File: config.mk
export PLATFORM = sky130hd
export DESIGN_NAME = bbs_side_data
export DESIGN_NICKNAME = d
export VERILOG_FILES = /design/src/bbs_pkg.sv /design/src/bbs_side_data.sv
export SDC_FILE = /design/constraint.sdc
export NUM_CORES = 1
export LEC_CHECK = 0
export BUFFER_PORTS_ARGS = -buffer_cell sky130_fd_sc_hd__buf_2
export CAP_MARGIN = 20
export CORE_MARGIN = 8
export CORE_UTILIZATION = 56
export DETAILED_ROUTE_END_ITERATION = 6
export PLACE_DENSITY_LB_ADDON = 0.2
export SLEW_MARGIN = 0
export SYNTH_ARGS = -nofsm -noshare
export SYNTH_HDL_FRONTEND = slang
export SYNTH_SLANG_ARGS = --single-unit
export TNS_END_PERCENT = 10
File: constraint.sdc
create_clock -name ref_clk -period 3.75 [get_ports ref_clk]
set_input_delay 0.1875 -clock ref_clk [delete_from_list [all_inputs] [get_ports ref_clk]]
set_output_delay 0.1875 -clock ref_clk [all_outputs]
set_load 0.01 [all_outputs]
File: src/bbs_pkg.sv
// Contract
// RULE_01: Direction bit 0 makes strobe input, 1 output; register or pin by mode.
// RULE_02: Block start marks channel status block start, frame zero of stream.
// RULE_03: Input strobe sampled rising frame clock, falling when invert set.
// RULE_04: High sampled strobe means block start; source drives it high then.
// RULE_05: Output strobe rises every 192nd falling edge stereo, 384th mono.
// RULE_06: Output strobe returns low on next active edge, one frame wide.
// RULE_07: With invert set the output strobe changes on rising edges.
// RULE_08: Hardware mode: justified formats non-inverted, I2S format inverted.
// RULE_09: Software mode takes channel status only from the software buffer.
// RULE_10: Hardware pin method derives status bits from four flag pins.
// RULE_11: Copy/generation 00,01,10 consumer copied; 11 professional, no copy.
// RULE_12: Non-PCM pin 0 linear PCM, 1 non-audio data.
// RULE_13: Pre-filter pin 0 marks 50/15us emphasis, 1 marks none.
// RULE_14: Serial method clocks status input on both frame clock edges.
// RULE_15: Serial method lets every status bit come from serial input.
// RULE_16: User bits taken serially in both modes into user slots.
// RULE_17: Validity from register in software mode, serial pin in hardware.
// RULE_18: Validity 0 means valid sample, 1 means defective.
// RULE_19: Formats map to alignment, delay, edge and frame phase settings.
// RULE_20: Frame clock toggles at sample rate, one stereo pair per period.
// RULE_21: Frame clock latches status, user, validity in hardware; user in software.
// RULE_22: Frame counter restarts at zero after reset and accepted block start.
package bbs_pkg;
  localparam logic [3:0] REG_CTRL      = 4'h0;
  localparam logic [3:0] REG_STATUS    = 4'h4;
  localparam logic [3:0] REG_CS_SW     = 4'h8;
  localparam logic [3:0] REG_CS_EFF    = 4'hc;
  localparam int CTRL_DIR_POS   = 0;
  localparam int CTRL_VAL_POS   = 1;
  localparam int CTRL_MONO_POS  = 2;
  localparam int CTRL_INV_POS   = 3;
  localparam int CTRL_ALIGN_POS = 4;
  localparam int CTRL_EDGE_POS  = 5;
  localparam int CTRL_DELAY_POS = 6;
  localparam int CTRL_WIDTH     = 7;
  localparam logic [6:0] CTRL_RESET = 7'h00;
  localparam logic [31:0] CS_SW_RESET = 32'h0000_0000;
  localparam int CS_PRO_POS    = 0;
  localparam int CS_NONPCM_POS = 1;
  localparam int CS_COPY_POS   = 2;
  localparam int CS_PRE_FILTER_FLAG_INPUT_POS   = 3;
  localparam int CS_GEN_POS    = 15;
  localparam logic [2:0] PRE_FILTER_FLAG_INPUT_5015 = 3'h1;
  localparam logic [2:0] PRE_FILTER_FLAG_INPUT_NONE = 3'h0;
  localparam logic [8:0] LAST_STEREO = 9'h0bf;
  localparam logic [8:0] LAST_MONO   = 9'h17f;
  localparam logic [1:0] FMT_LEFT  = 2'h0;
  localparam logic [1:0] FMT_I2S   = 2'h1;
  localparam logic [1:0] RESP_OKAY   = 2'h0;
  localparam logic [1:0] RESP_SLVERR = 2'h2;

  typedef struct packed {
    logic [8:0] frame_index;
    logic       block_start;
    logic       cs_a;
    logic       cs_b;
    logic       user_a;
    logic       user_b;
    logic       valid_a;
    logic       valid_b;
  } bbs_frame_t;

  typedef struct packed {
    logic       align_right;
    logic       bit_delay;
    logic       edge_falling;
    logic       phase_inverted;
  } bbs_format_t;
endpackage

File: src/bbs_side_data.sv
// Added by the designer: the AXI4-Lite interface to the registers and the address map.
`timescale 1ns/1ps
`default_nettype none
module bbs_side_data (
  input  wire logic               ref_clk,
  input  wire logic               nrst,
  input  wire logic [3:0]         s_axi_awaddr,
  input  wire logic               s_axi_awvalid,
  output logic                    s_axi_awready,
  input  wire logic [31:0]        s_axi_wdata,
  input  wire logic [3:0]         s_axi_wstrb,
  input  wire logic               s_axi_wvalid,
  output logic                    s_axi_wready,
  output logic [1:0]              s_axi_bresp,
  output logic                    s_axi_bvalid,
  input  wire logic               s_axi_bready,
  input  wire logic [3:0]         s_axi_araddr,
  input  wire logic               s_axi_arvalid,
  output logic                    s_axi_arready,
  output logic [31:0]             s_axi_rdata,
  output logic [1:0]              s_axi_rresp,
  output logic                    s_axi_rvalid,
  input  wire logic               s_axi_rready,
  input  wire logic               hw_mode_in,
  input  wire logic               direction_pin,
  input  wire logic [1:0]         format_pins,
  input  wire logic               status_input_method,
  input  wire logic               duplication_flag_input,
  input  wire logic               generation_bit_in,
  input  wire logic               nonpcm_flag_input,
  input  wire logic               pre_filter_flag_input,
  input  wire logic               status_serial_in,
  input  wire logic               side_info_in,
  input  wire logic               sample_defect_in,
  input  wire logic               frame_clock,
  input  wire logic               block_begin_strobe_i,
  output logic                    block_begin_strobe_o,
  output logic                    block_begin_strobe_oe,
  output bbs_pkg::bbs_frame_t     frame_out,
  output logic                    frame_out_valid,
  output bbs_pkg::bbs_format_t    format_out
);

  // Pin synchronisers; stage one feeds stage two only
  localparam int NPIN = 14;
  logic [NPIN-1:0] pin_meta_reg;
  logic [NPIN-1:0] pin_sync_reg;
  logic            fclk_prev_reg;
  logic [NPIN-1:0] pin_raw;
  assign pin_raw = {hw_mode_in, direction_pin, format_pins,
                    status_input_method, duplication_flag_input,
                    generation_bit_in, nonpcm_flag_input,
                    pre_filter_flag_input, status_serial_in, side_info_in,
                    sample_defect_in, frame_clock, block_begin_strobe_i};

  always_ff @(posedge ref_clk or negedge nrst) begin
    if (!nrst) begin
      pin_meta_reg <= '0;
      pin_sync_reg <= '0;
    end else begin
      pin_meta_reg <= pin_raw;
      pin_sync_reg <= pin_meta_reg;
    end
  end

  logic       hw_s;
  logic       dir_pin_s;
  logic [1:0] fmt_s;
  logic       method_s;
  logic       dup_s;
  logic       gen_s;
  logic       nonpcm_s;
  logic       pre_filter_flag_input_s;
  logic       cs_ser_s;
  logic       user_s;
  logic       defect_s;
  logic       fclk_s;
  logic       strobe_in_s;
  assign hw_s        = pin_sync_reg[13];
  assign dir_pin_s   = pin_sync_reg[12];
  assign fmt_s       = pin_sync_reg[11:10];
  assign method_s    = pin_sync_reg[9];
  assign dup_s       = pin_sync_reg[8];
  assign gen_s       = pin_sync_reg[7];
  assign nonpcm_s    = pin_sync_reg[6];
  assign pre_filter_flag_input_s      = pin_sync_reg[5];
  assign cs_ser_s    = pin_sync_reg[4];
  assign user_s      = pin_sync_reg[3];
  assign defect_s    = pin_sync_reg[2];
  assign fclk_s      = pin_sync_reg[1];
  assign strobe_in_s = pin_sync_reg[0];

  always_ff @(posedge ref_clk or negedge nrst) begin
    if (!nrst) begin
      fclk_prev_reg <= 1'b0;
    end else begin
      fclk_prev_reg <= fclk_s;
    end
  end

  // Software registers
  logic [6:0]  ctrl_reg;
  logic [31:0] cs_sw_reg;

  function automatic logic [31:0] merge_strb(input logic [31:0] old_v,
                                             input logic [31:0] new_v,
                                             input logic [3:0]  strb);
    logic [31:0] res;
    res = old_v;
    for (int i = 0; i < 4; i++) begin
      if (strb[i]) begin
        res[i*8 +: 8] = new_v[i*8 +: 8];
      end
    end
    return res;
  endfunction

  // Effective settings by mode
  logic dir_eff;
  logic inv_eff;
  logic mono_eff;
  logic fclk_rise;
  logic fclk_fall;
  logic out_edge;
  logic in_edge;
  logic frame_edge;
  assign dir_eff   = hw_s ? dir_pin_s : ctrl_reg[bbs_pkg::CTRL_DIR_POS]; // RULE_01
  assign inv_eff   = hw_s ? (fmt_s == bbs_pkg::FMT_I2S)
                          : ctrl_reg[bbs_pkg::CTRL_INV_POS]; // RULE_08
  assign mono_eff  = hw_s ? 1'b0 : ctrl_reg[bbs_pkg::CTRL_MONO_POS];
  assign fclk_rise = fclk_s && !fclk_prev_reg;
  assign fclk_fall = !fclk_s && fclk_prev_reg;
  assign out_edge  = inv_eff ? fclk_rise : fclk_fall; // RULE_05 RULE_07
  assign in_edge   = inv_eff ? fclk_fall : fclk_rise; // RULE_03
  assign frame_edge = dir_eff ? out_edge : in_edge; // RULE_20

  // Format mapping for the serial port
  always_ff @(posedge ref_clk or negedge nrst) begin
    if (!nrst) begin
      format_out <= '0;
    end else if (hw_s) begin // RULE_19
      format_out.align_right    <= fmt_s[1];
      format_out.bit_delay      <= (fmt_s == bbs_pkg::FMT_I2S);
      format_out.edge_falling   <= 1'b0;
      format_out.phase_inverted <= (fmt_s == bbs_pkg::FMT_I2S);
    end else begin
      format_out.align_right    <= ctrl_reg[bbs_pkg::CTRL_ALIGN_POS];
      format_out.bit_delay      <= ctrl_reg[bbs_pkg::CTRL_DELAY_POS];
      format_out.edge_falling   <= ctrl_reg[bbs_pkg::CTRL_EDGE_POS];
      format_out.phase_inverted <= ctrl_reg[bbs_pkg::CTRL_INV_POS];
    end
  end

  // Block frame counter
  logic [8:0] cnt_reg;
  logic [8:0] cnt_last;
  logic       in_start;
  logic       strobe_out_reg;
  assign cnt_last = mono_eff ? bbs_pkg::LAST_MONO : bbs_pkg::LAST_STEREO;
  assign in_start = !dir_eff && in_edge && strobe_in_s; // RULE_04

  always_ff @(posedge ref_clk or negedge nrst) begin
    if (!nrst) begin
      cnt_reg <= '0; // RULE_22
    end else if (in_start) begin
      cnt_reg <= '0; // RULE_22
    end else if (frame_edge) begin
      cnt_reg <= (cnt_reg >= cnt_last) ? 9'h000 : cnt_reg + 9'h001;
    end
  end

  always_ff @(posedge ref_clk or negedge nrst) begin
    if (!nrst) begin
      strobe_out_reg <= 1'b0;
    end else if (!dir_eff) begin
      strobe_out_reg <= 1'b0;
    end else if (out_edge) begin
      strobe_out_reg <= (cnt_reg >= cnt_last); // RULE_05 RULE_06
    end
  end

  always_ff @(posedge ref_clk or negedge nrst) begin
    if (!nrst) begin
      block_begin_strobe_oe <= 1'b0;
    end else begin
      block_begin_strobe_oe <= dir_eff; // RULE_01
    end
  end
  assign block_begin_strobe_o = strobe_out_reg;

  // Serial side data, both frame clock edges
  logic cs_a_reg;
  logic cs_b_reg;
  logic user_a_reg;
  logic user_b_reg;
  logic val_a_reg;
  logic val_b_reg;

  always_ff @(posedge ref_clk or negedge nrst) begin
    if (!nrst) begin
      cs_a_reg   <= 1'b0;
      cs_b_reg   <= 1'b0;
      user_a_reg <= 1'b0;
      user_b_reg <= 1'b0;
      val_a_reg  <= 1'b0;
      val_b_reg  <= 1'b0;
    end else if (fclk_rise) begin // RULE_14 RULE_16 RULE_21
      cs_a_reg   <= cs_ser_s;
      user_a_reg <= user_s;
      val_a_reg  <= defect_s;
    end else if (fclk_fall) begin
      cs_b_reg   <= cs_ser_s;
      user_b_reg <= user_s;
      val_b_reg  <= defect_s;
    end
  end

  // Channel status word from dedicated pins
  logic [31:0] cs_pin_word;
  always_comb begin
    cs_pin_word = '0;
    if (dup_s && gen_s) begin
      cs_pin_word[bbs_pkg::CS_PRO_POS] = 1'b1; // RULE_11
    end else begin
      cs_pin_word[bbs_pkg::CS_COPY_POS] = dup_s; // RULE_11
      cs_pin_word[bbs_pkg::CS_GEN_POS]  = gen_s;
    end
    cs_pin_word[bbs_pkg::CS_NONPCM_POS] = nonpcm_s; // RULE_12
    cs_pin_word[bbs_pkg::CS_PRE_FILTER_FLAG_INPUT_POS +: 3] =
      pre_filter_flag_input_s ? bbs_pkg::PRE_FILTER_FLAG_INPUT_NONE : bbs_pkg::PRE_FILTER_FLAG_INPUT_5015; // RULE_13
  end

  // Word-based sources cover the first 32 bits; later block bits send zero
  logic [31:0] cs_word;
  logic        serial_cs;
  logic        cs_word_bit;
  assign serial_cs = hw_s && method_s; // RULE_15
  assign cs_word   = hw_s ? cs_pin_word : cs_sw_reg; // RULE_09 RULE_10
  assign cs_word_bit = (cnt_reg < 9'h020) ? cs_word[cnt_reg[4:0]] : 1'b0;

  logic val_sw;
  assign val_sw = ctrl_reg[bbs_pkg::CTRL_VAL_POS]; // RULE_18

  always_ff @(posedge ref_clk or negedge nrst) begin
    if (!nrst) begin
      frame_out       <= '0;
      frame_out_valid <= 1'b0;
    end else begin
      frame_out_valid <= frame_edge && !in_start;
      if (in_start || frame_edge) begin
        frame_out.frame_index <= in_start ? 9'h000 : cnt_reg;
        frame_out.block_start <= in_start || (cnt_reg == 9'h000); // RULE_02
        frame_out.cs_a    <= serial_cs ? cs_a_reg : cs_word_bit;
        frame_out.cs_b    <= serial_cs ? cs_b_reg : cs_word_bit;
        frame_out.user_a  <= user_a_reg; // RULE_16
        frame_out.user_b  <= user_b_reg;
        frame_out.valid_a <= hw_s ? val_a_reg : val_sw; // RULE_17
        frame_out.valid_b <= hw_s ? val_b_reg : val_sw;
      end
    end
  end

  // AXI4-Lite slave; address and data taken in either order
  logic        aw_got_reg;
  logic        w_got_reg;
  logic [3:0]  awaddr_reg;
  logic [31:0] wdata_reg;
  logic [3:0]  wstrb_reg;
  logic        do_write;
  assign s_axi_awready = !aw_got_reg && !s_axi_bvalid;
  assign s_axi_wready  = !w_got_reg && !s_axi_bvalid;
  assign s_axi_arready = !s_axi_rvalid;
  assign do_write = aw_got_reg && w_got_reg && !s_axi_bvalid;

  always_ff @(posedge ref_clk or negedge nrst) begin
    if (!nrst) begin
      aw_got_reg <= 1'b0;
      awaddr_reg <= '0;
    end else if (s_axi_awvalid && s_axi_awready) begin
      aw_got_reg <= 1'b1;
      awaddr_reg <= s_axi_awaddr;
    end else if (do_write) begin
      aw_got_reg <= 1'b0;
    end
  end

  always_ff @(posedge ref_clk or negedge nrst) begin
    if (!nrst) begin
      w_got_reg <= 1'b0;
      wdata_reg <= '0;
      wstrb_reg <= '0;
    end else if (s_axi_wvalid && s_axi_wready) begin
      w_got_reg <= 1'b1;
      wdata_reg <= s_axi_wdata;
      wstrb_reg <= s_axi_wstrb;
    end else if (do_write) begin
      w_got_reg <= 1'b0;
    end
  end

  logic [31:0] ctrl_next;
  assign ctrl_next = merge_strb({25'h000_0000, ctrl_reg}, wdata_reg,
                                wstrb_reg);

  always_ff @(posedge ref_clk or negedge nrst) begin
    if (!nrst) begin
      ctrl_reg  <= bbs_pkg::CTRL_RESET;
      cs_sw_reg <= bbs_pkg::CS_SW_RESET;
    end else if (do_write) begin
      if (awaddr_reg == bbs_pkg::REG_CTRL) begin
        ctrl_reg <= ctrl_next[bbs_pkg::CTRL_WIDTH-1:0];
      end
      if (awaddr_reg == bbs_pkg::REG_CS_SW) begin
        cs_sw_reg <= merge_strb(cs_sw_reg, wdata_reg, wstrb_reg); // RULE_09
      end
    end
  end

  // Status and effective word registers are read-only; writes there answer SLVERR
  always_ff @(posedge ref_clk or negedge nrst) begin
    if (!nrst) begin
      s_axi_bvalid <= 1'b0;
      s_axi_bresp  <= bbs_pkg::RESP_OKAY;
    end else if (do_write) begin
      s_axi_bvalid <= 1'b1;
      s_axi_bresp  <= (awaddr_reg == bbs_pkg::REG_CTRL ||
                       awaddr_reg == bbs_pkg::REG_CS_SW)
                      ? bbs_pkg::RESP_OKAY : bbs_pkg::RESP_SLVERR;
    end else if (s_axi_bready) begin
      s_axi_bvalid <= 1'b0;
    end
  end

  logic [31:0] status_word;
  assign status_word = {18'h0_0000, hw_s, serial_cs, mono_eff, inv_eff,
                        dir_eff, cnt_reg};

  always_ff @(posedge ref_clk or negedge nrst) begin
    if (!nrst) begin
      s_axi_rvalid <= 1'b0;
      s_axi_rdata  <= '0;
      s_axi_rresp  <= bbs_pkg::RESP_OKAY;
    end else if (s_axi_arvalid && s_axi_arready) begin
      s_axi_rvalid <= 1'b1;
      s_axi_rresp  <= bbs_pkg::RESP_OKAY;
      case (s_axi_araddr)
        bbs_pkg::REG_CTRL:   s_axi_rdata <= {25'h000_0000, ctrl_reg};
        bbs_pkg::REG_STATUS: s_axi_rdata <= status_word;
        bbs_pkg::REG_CS_SW:  s_axi_rdata <= cs_sw_reg;
        bbs_pkg::REG_CS_EFF: s_axi_rdata <= cs_word;
        default: begin
          s_axi_rdata <= '0;
          s_axi_rresp <= bbs_pkg::RESP_SLVERR;
        end
      endcase
    end else if (s_axi_rready) begin
      s_axi_rvalid <= 1'b0;
    end
  end
endmodule
`default_nettype wire

==> results.md <==
- Synth Area per Inst: 12.5 sq um
- Count of max-cap constraint violations: 0
- Worst-margin pin slew: 1.04 ns
- Worst min path class: in -> reg
- Number of antenna cells inserted: 0
- Share of cells above drive strength 1: 33.5%
- Overall die width: 132 microns
- Clock group share of total power: 30.3%
- Most common cell after layout, fill and taps aside: dfrtp_1
- Critical path capture point: cnt_reg[8]
- Setup Total Neg Slack: 0 ns
- Largest buffer count on any clock path: 2
- R2R cell count: 10
- Power share of the sequential group: 48.3%
- Final clock skew: 0.00993 ns
- Worst setup timing slack at the placement stage: 0.884 ns
- Initial antenna violation count: 1
- Routed wire per std cell: 18.9 microns
- Peak per-stage delay on the critical path: 0.62 ns
- Synth unique cells: 53
- Number of top-level pins: 129
- Standard-cell rows: 42
- Number of buffers inserted during clock tree synthesis: 17
- Part of the cycle the worst path needs: 72.9%
- Power per Cell Area: 663 nW/um^2
- Filler Cells Inserted: 928
- Run status: finished, final reports clean
- Sequential share of the synthesized area: 61.0%
- Iteration-0 DRC count of the detailed router: 429
- Vias in the first global route: 5600
- Clock tree from TritonCTS: done
- Area occupied by multi-input gates: 2730 sq um
- Number of synthesis warnings: 0
- Pin count of the biggest net entering global routing: 99
- Async S/R FF share, synth: 100%
- Total via count after detailed routing: 5308
- Remaining antenna violation count after routing: 0
- Maximum fanout along the worst path: 14
- Crit. Startpoint: pin_sync_reg[13]
- Area Growth Syn to Fin: 25.2%
- Most frequent cells in the layout: dfrtp_1 (184), buf_2 (125), mux2_2 (85), nand2_1 (81), dlygate4sd3_1 (50)
- Switching power summed over all nets: 1.82 mW
- Worst Slack Setup Final: 1.01 ns
- Class of the most critical setup path: reg -> reg
- Sw Ratio: 29.1%
- Clock input transition at the sequential cells of the worst setup and hold paths: 0.07 ns
- Worst path required time: 4.11 ns
- # setup viols final: 0
- Number of search-and-repair iterations in the first detailed-routing pass: 5
- Terminus of the critical flop-to-flop path: cnt_reg[8]
- Critical-path cell list: nand2b_1 > inv_1 > ha_1 > o211ai_1 > a2111oi_0 > a211oi_1 > a21boi_1 > buf_4 > a21o_1 > a22o_1
- Global-route wire length before repair: 30100 microns
- Synthesis-stage register bit count: 184
- RR Startpoint: pin_sync_reg[13]
- HPWL Detailed: 12600 microns
- Post-synthesis instance total: 605
- Port-buffer cells: 126
- Height of the die: 132 microns
- Critical Path Slowest Stage Cell: dfrtp_1
- Achievable clock frequency: 366 MHz
- Post-layout nets: 842
- Die area: 17400 sq um
- Arrival time at the worst endpoint: 3.09 ns
- IR drop worst, VDD: 0.370 mV
- Count of unresolved DRC violations after routing: 0
- Combinational share of power: 21.4%
- Fin area: 9450 sq um
- FF/Latch Area: 4600 sq um
- Int Pwr: 4.44 mW
- Count of clock tree sinks: 184
- Initial Util: 57.2%
- Final Max Tran Viols: 0
- H-Tree Level Count: 4
- Routability congestion estimate: 0.844
- Startpoint types: register
- Clock period minus worst slack: 2.74 ns
- Drt via density: 5.52
- Leakage: 4.49 nW
- Worst slew margin relative to its limit: 30.3%
- Tightest hold margin: 0.0137 ns
- Global route total overflow: 0
- Crit end category: register
- R2R setup slack: 1.01 ns
- Count of endpoints failing hold in the final timing report: 0
- Cell Area, Synth: 7540 sq um
- Total Wirelength: 18100 microns
- Post-cts repair resize count: 0
- Top_reg_cell synth: dfrtp_1
- Core ar.: 13200 sq um
- Global router's overall resource usage: 21.5%
- Setup repair after global routing missed its margin: no
- Worst-Skew Late Latency: 0.43 ns
- Root buffer selected by CTS: clkbuf_16
- Placement-stage cell area: 8300 sq um
- Count of flip-flops with a built-in enable after synthesis: 0
==> cell usage after synthesis, drive strengths merged, types with 2 or more instances <==
cell     instances  area [sq um]
a22oi            9          67.6
nand3b           4          30.0
nor4             3          18.8
dfrtp          184          4600
mux4             6           135
a211oi           6          50.1
a21o             4          30.0
o21ai           41           209
clkbuf          19          71.3
buf             15          86.3
nand2           82           308
and3             4          25.0
inv             17          63.8
o2bb2ai          2          17.5
a21oi           13          65.1
and2             3          18.8
nand4            2          12.5
nor2            17          63.8
o22ai            3          18.8
nor3             5          25.0
o211ai           4          30.0
a22o            15           131
mux2i           10           108
nor2b           12          80.1
nand2b           5          31.3
o32a             2          20.0
nand3            7          35.0
ha               5          62.6
a31oi            5          31.3
mux2            87           980
==> cell families (layout without fill, tap and decap cells) <==
group / after synthesis / after routing / share of synthesized area (%)
muxes: 103 / 103 / 16.2
buffers and inverters: 51 / 230 / 2.94
adders and majority gates: 5 / 5 / 0.829
other: 1 / 2 / 0.0497
and+or+nand+nor: 147 / 147 / 8.89
DFF: 184 / 184 / 61.0
AOI/OAI and AO/OA: 114 / 114 / 10.1
==> per-stage QoR <==
step / util, % / power (mW) / std cells
final: 71.6 / 6.26 / 961
after detailed placement: 62.9 / 4.35 / 878
after floorplan: - / 3.83 / 606
after global routing: 71.6 / 6.57 / 961
after CTS: 71.5 / 6.30 / 960
after global placement: 62.9 / 4.27 / 878
==> power groups by stage <==
stage               registers [mW]  logic (mW)  clock network (mW)
finish                        3.02        1.34                1.90
global route                  3.10        1.46                2.01
CTS                           3.02        1.35                1.93
detailed placement            3.05        1.30                   0
global placement              3.02        1.25                   0
floorplan                     2.87       0.960                   0
==> critical path: cells and delay by family (launching register included) <==
family,cells,cell delay [ns]
fa+ha+maj,1,0.29
compound gates,6,1.25
simple gates,1,0.24
flops,1,0.62
buf+inv,2,0.27
==> final cells by class <==
class,count,area share [%]
repair buffers,181,12.6
clock inverters,13,2.04
clock buffers,19,4.69
inverters,17,0.675
well taps,176,2.33
multi-input cells,371,28.9
flip-flops and latches,184,48.7
==> per-layer routing <==
layer | track usage (%) | routed length, microns | vias to the layer above
met5 | 0 | 8 | -
met4 | 7.91 | 302 | 2
met2 | 33.0 | 8630 | 179
met3 | 5.30 | 1120 | 26
met1 | 29.0 | 8090 | 2633
li1 | - | - | 2468
==> worst min path at each step <==
stage / startpoint / end / cells after the start
3_5_place_dp: format_pins[1] / pin_meta_reg[11] / 1
5_1_grt: s_axi_wdata[15] / wdata_reg[15] / 2
6_report: s_axi_wdata[1] / wdata_reg[1] / 2
4_1_cts: s_axi_wdata[25] / wdata_reg[25] / 2
2_1_floorplan: nrst / aw_got_reg / 0
3_3_place_gp: side_info_in / pin_meta_reg[3] / 1
==> repair_timing <==
item | in CTS | in global routing
setup buffers | 0 | 0
hold buffers | 50 | 0
endpoints found under the hold margin | 146 | 0
(Power assumes the default switching activity.)
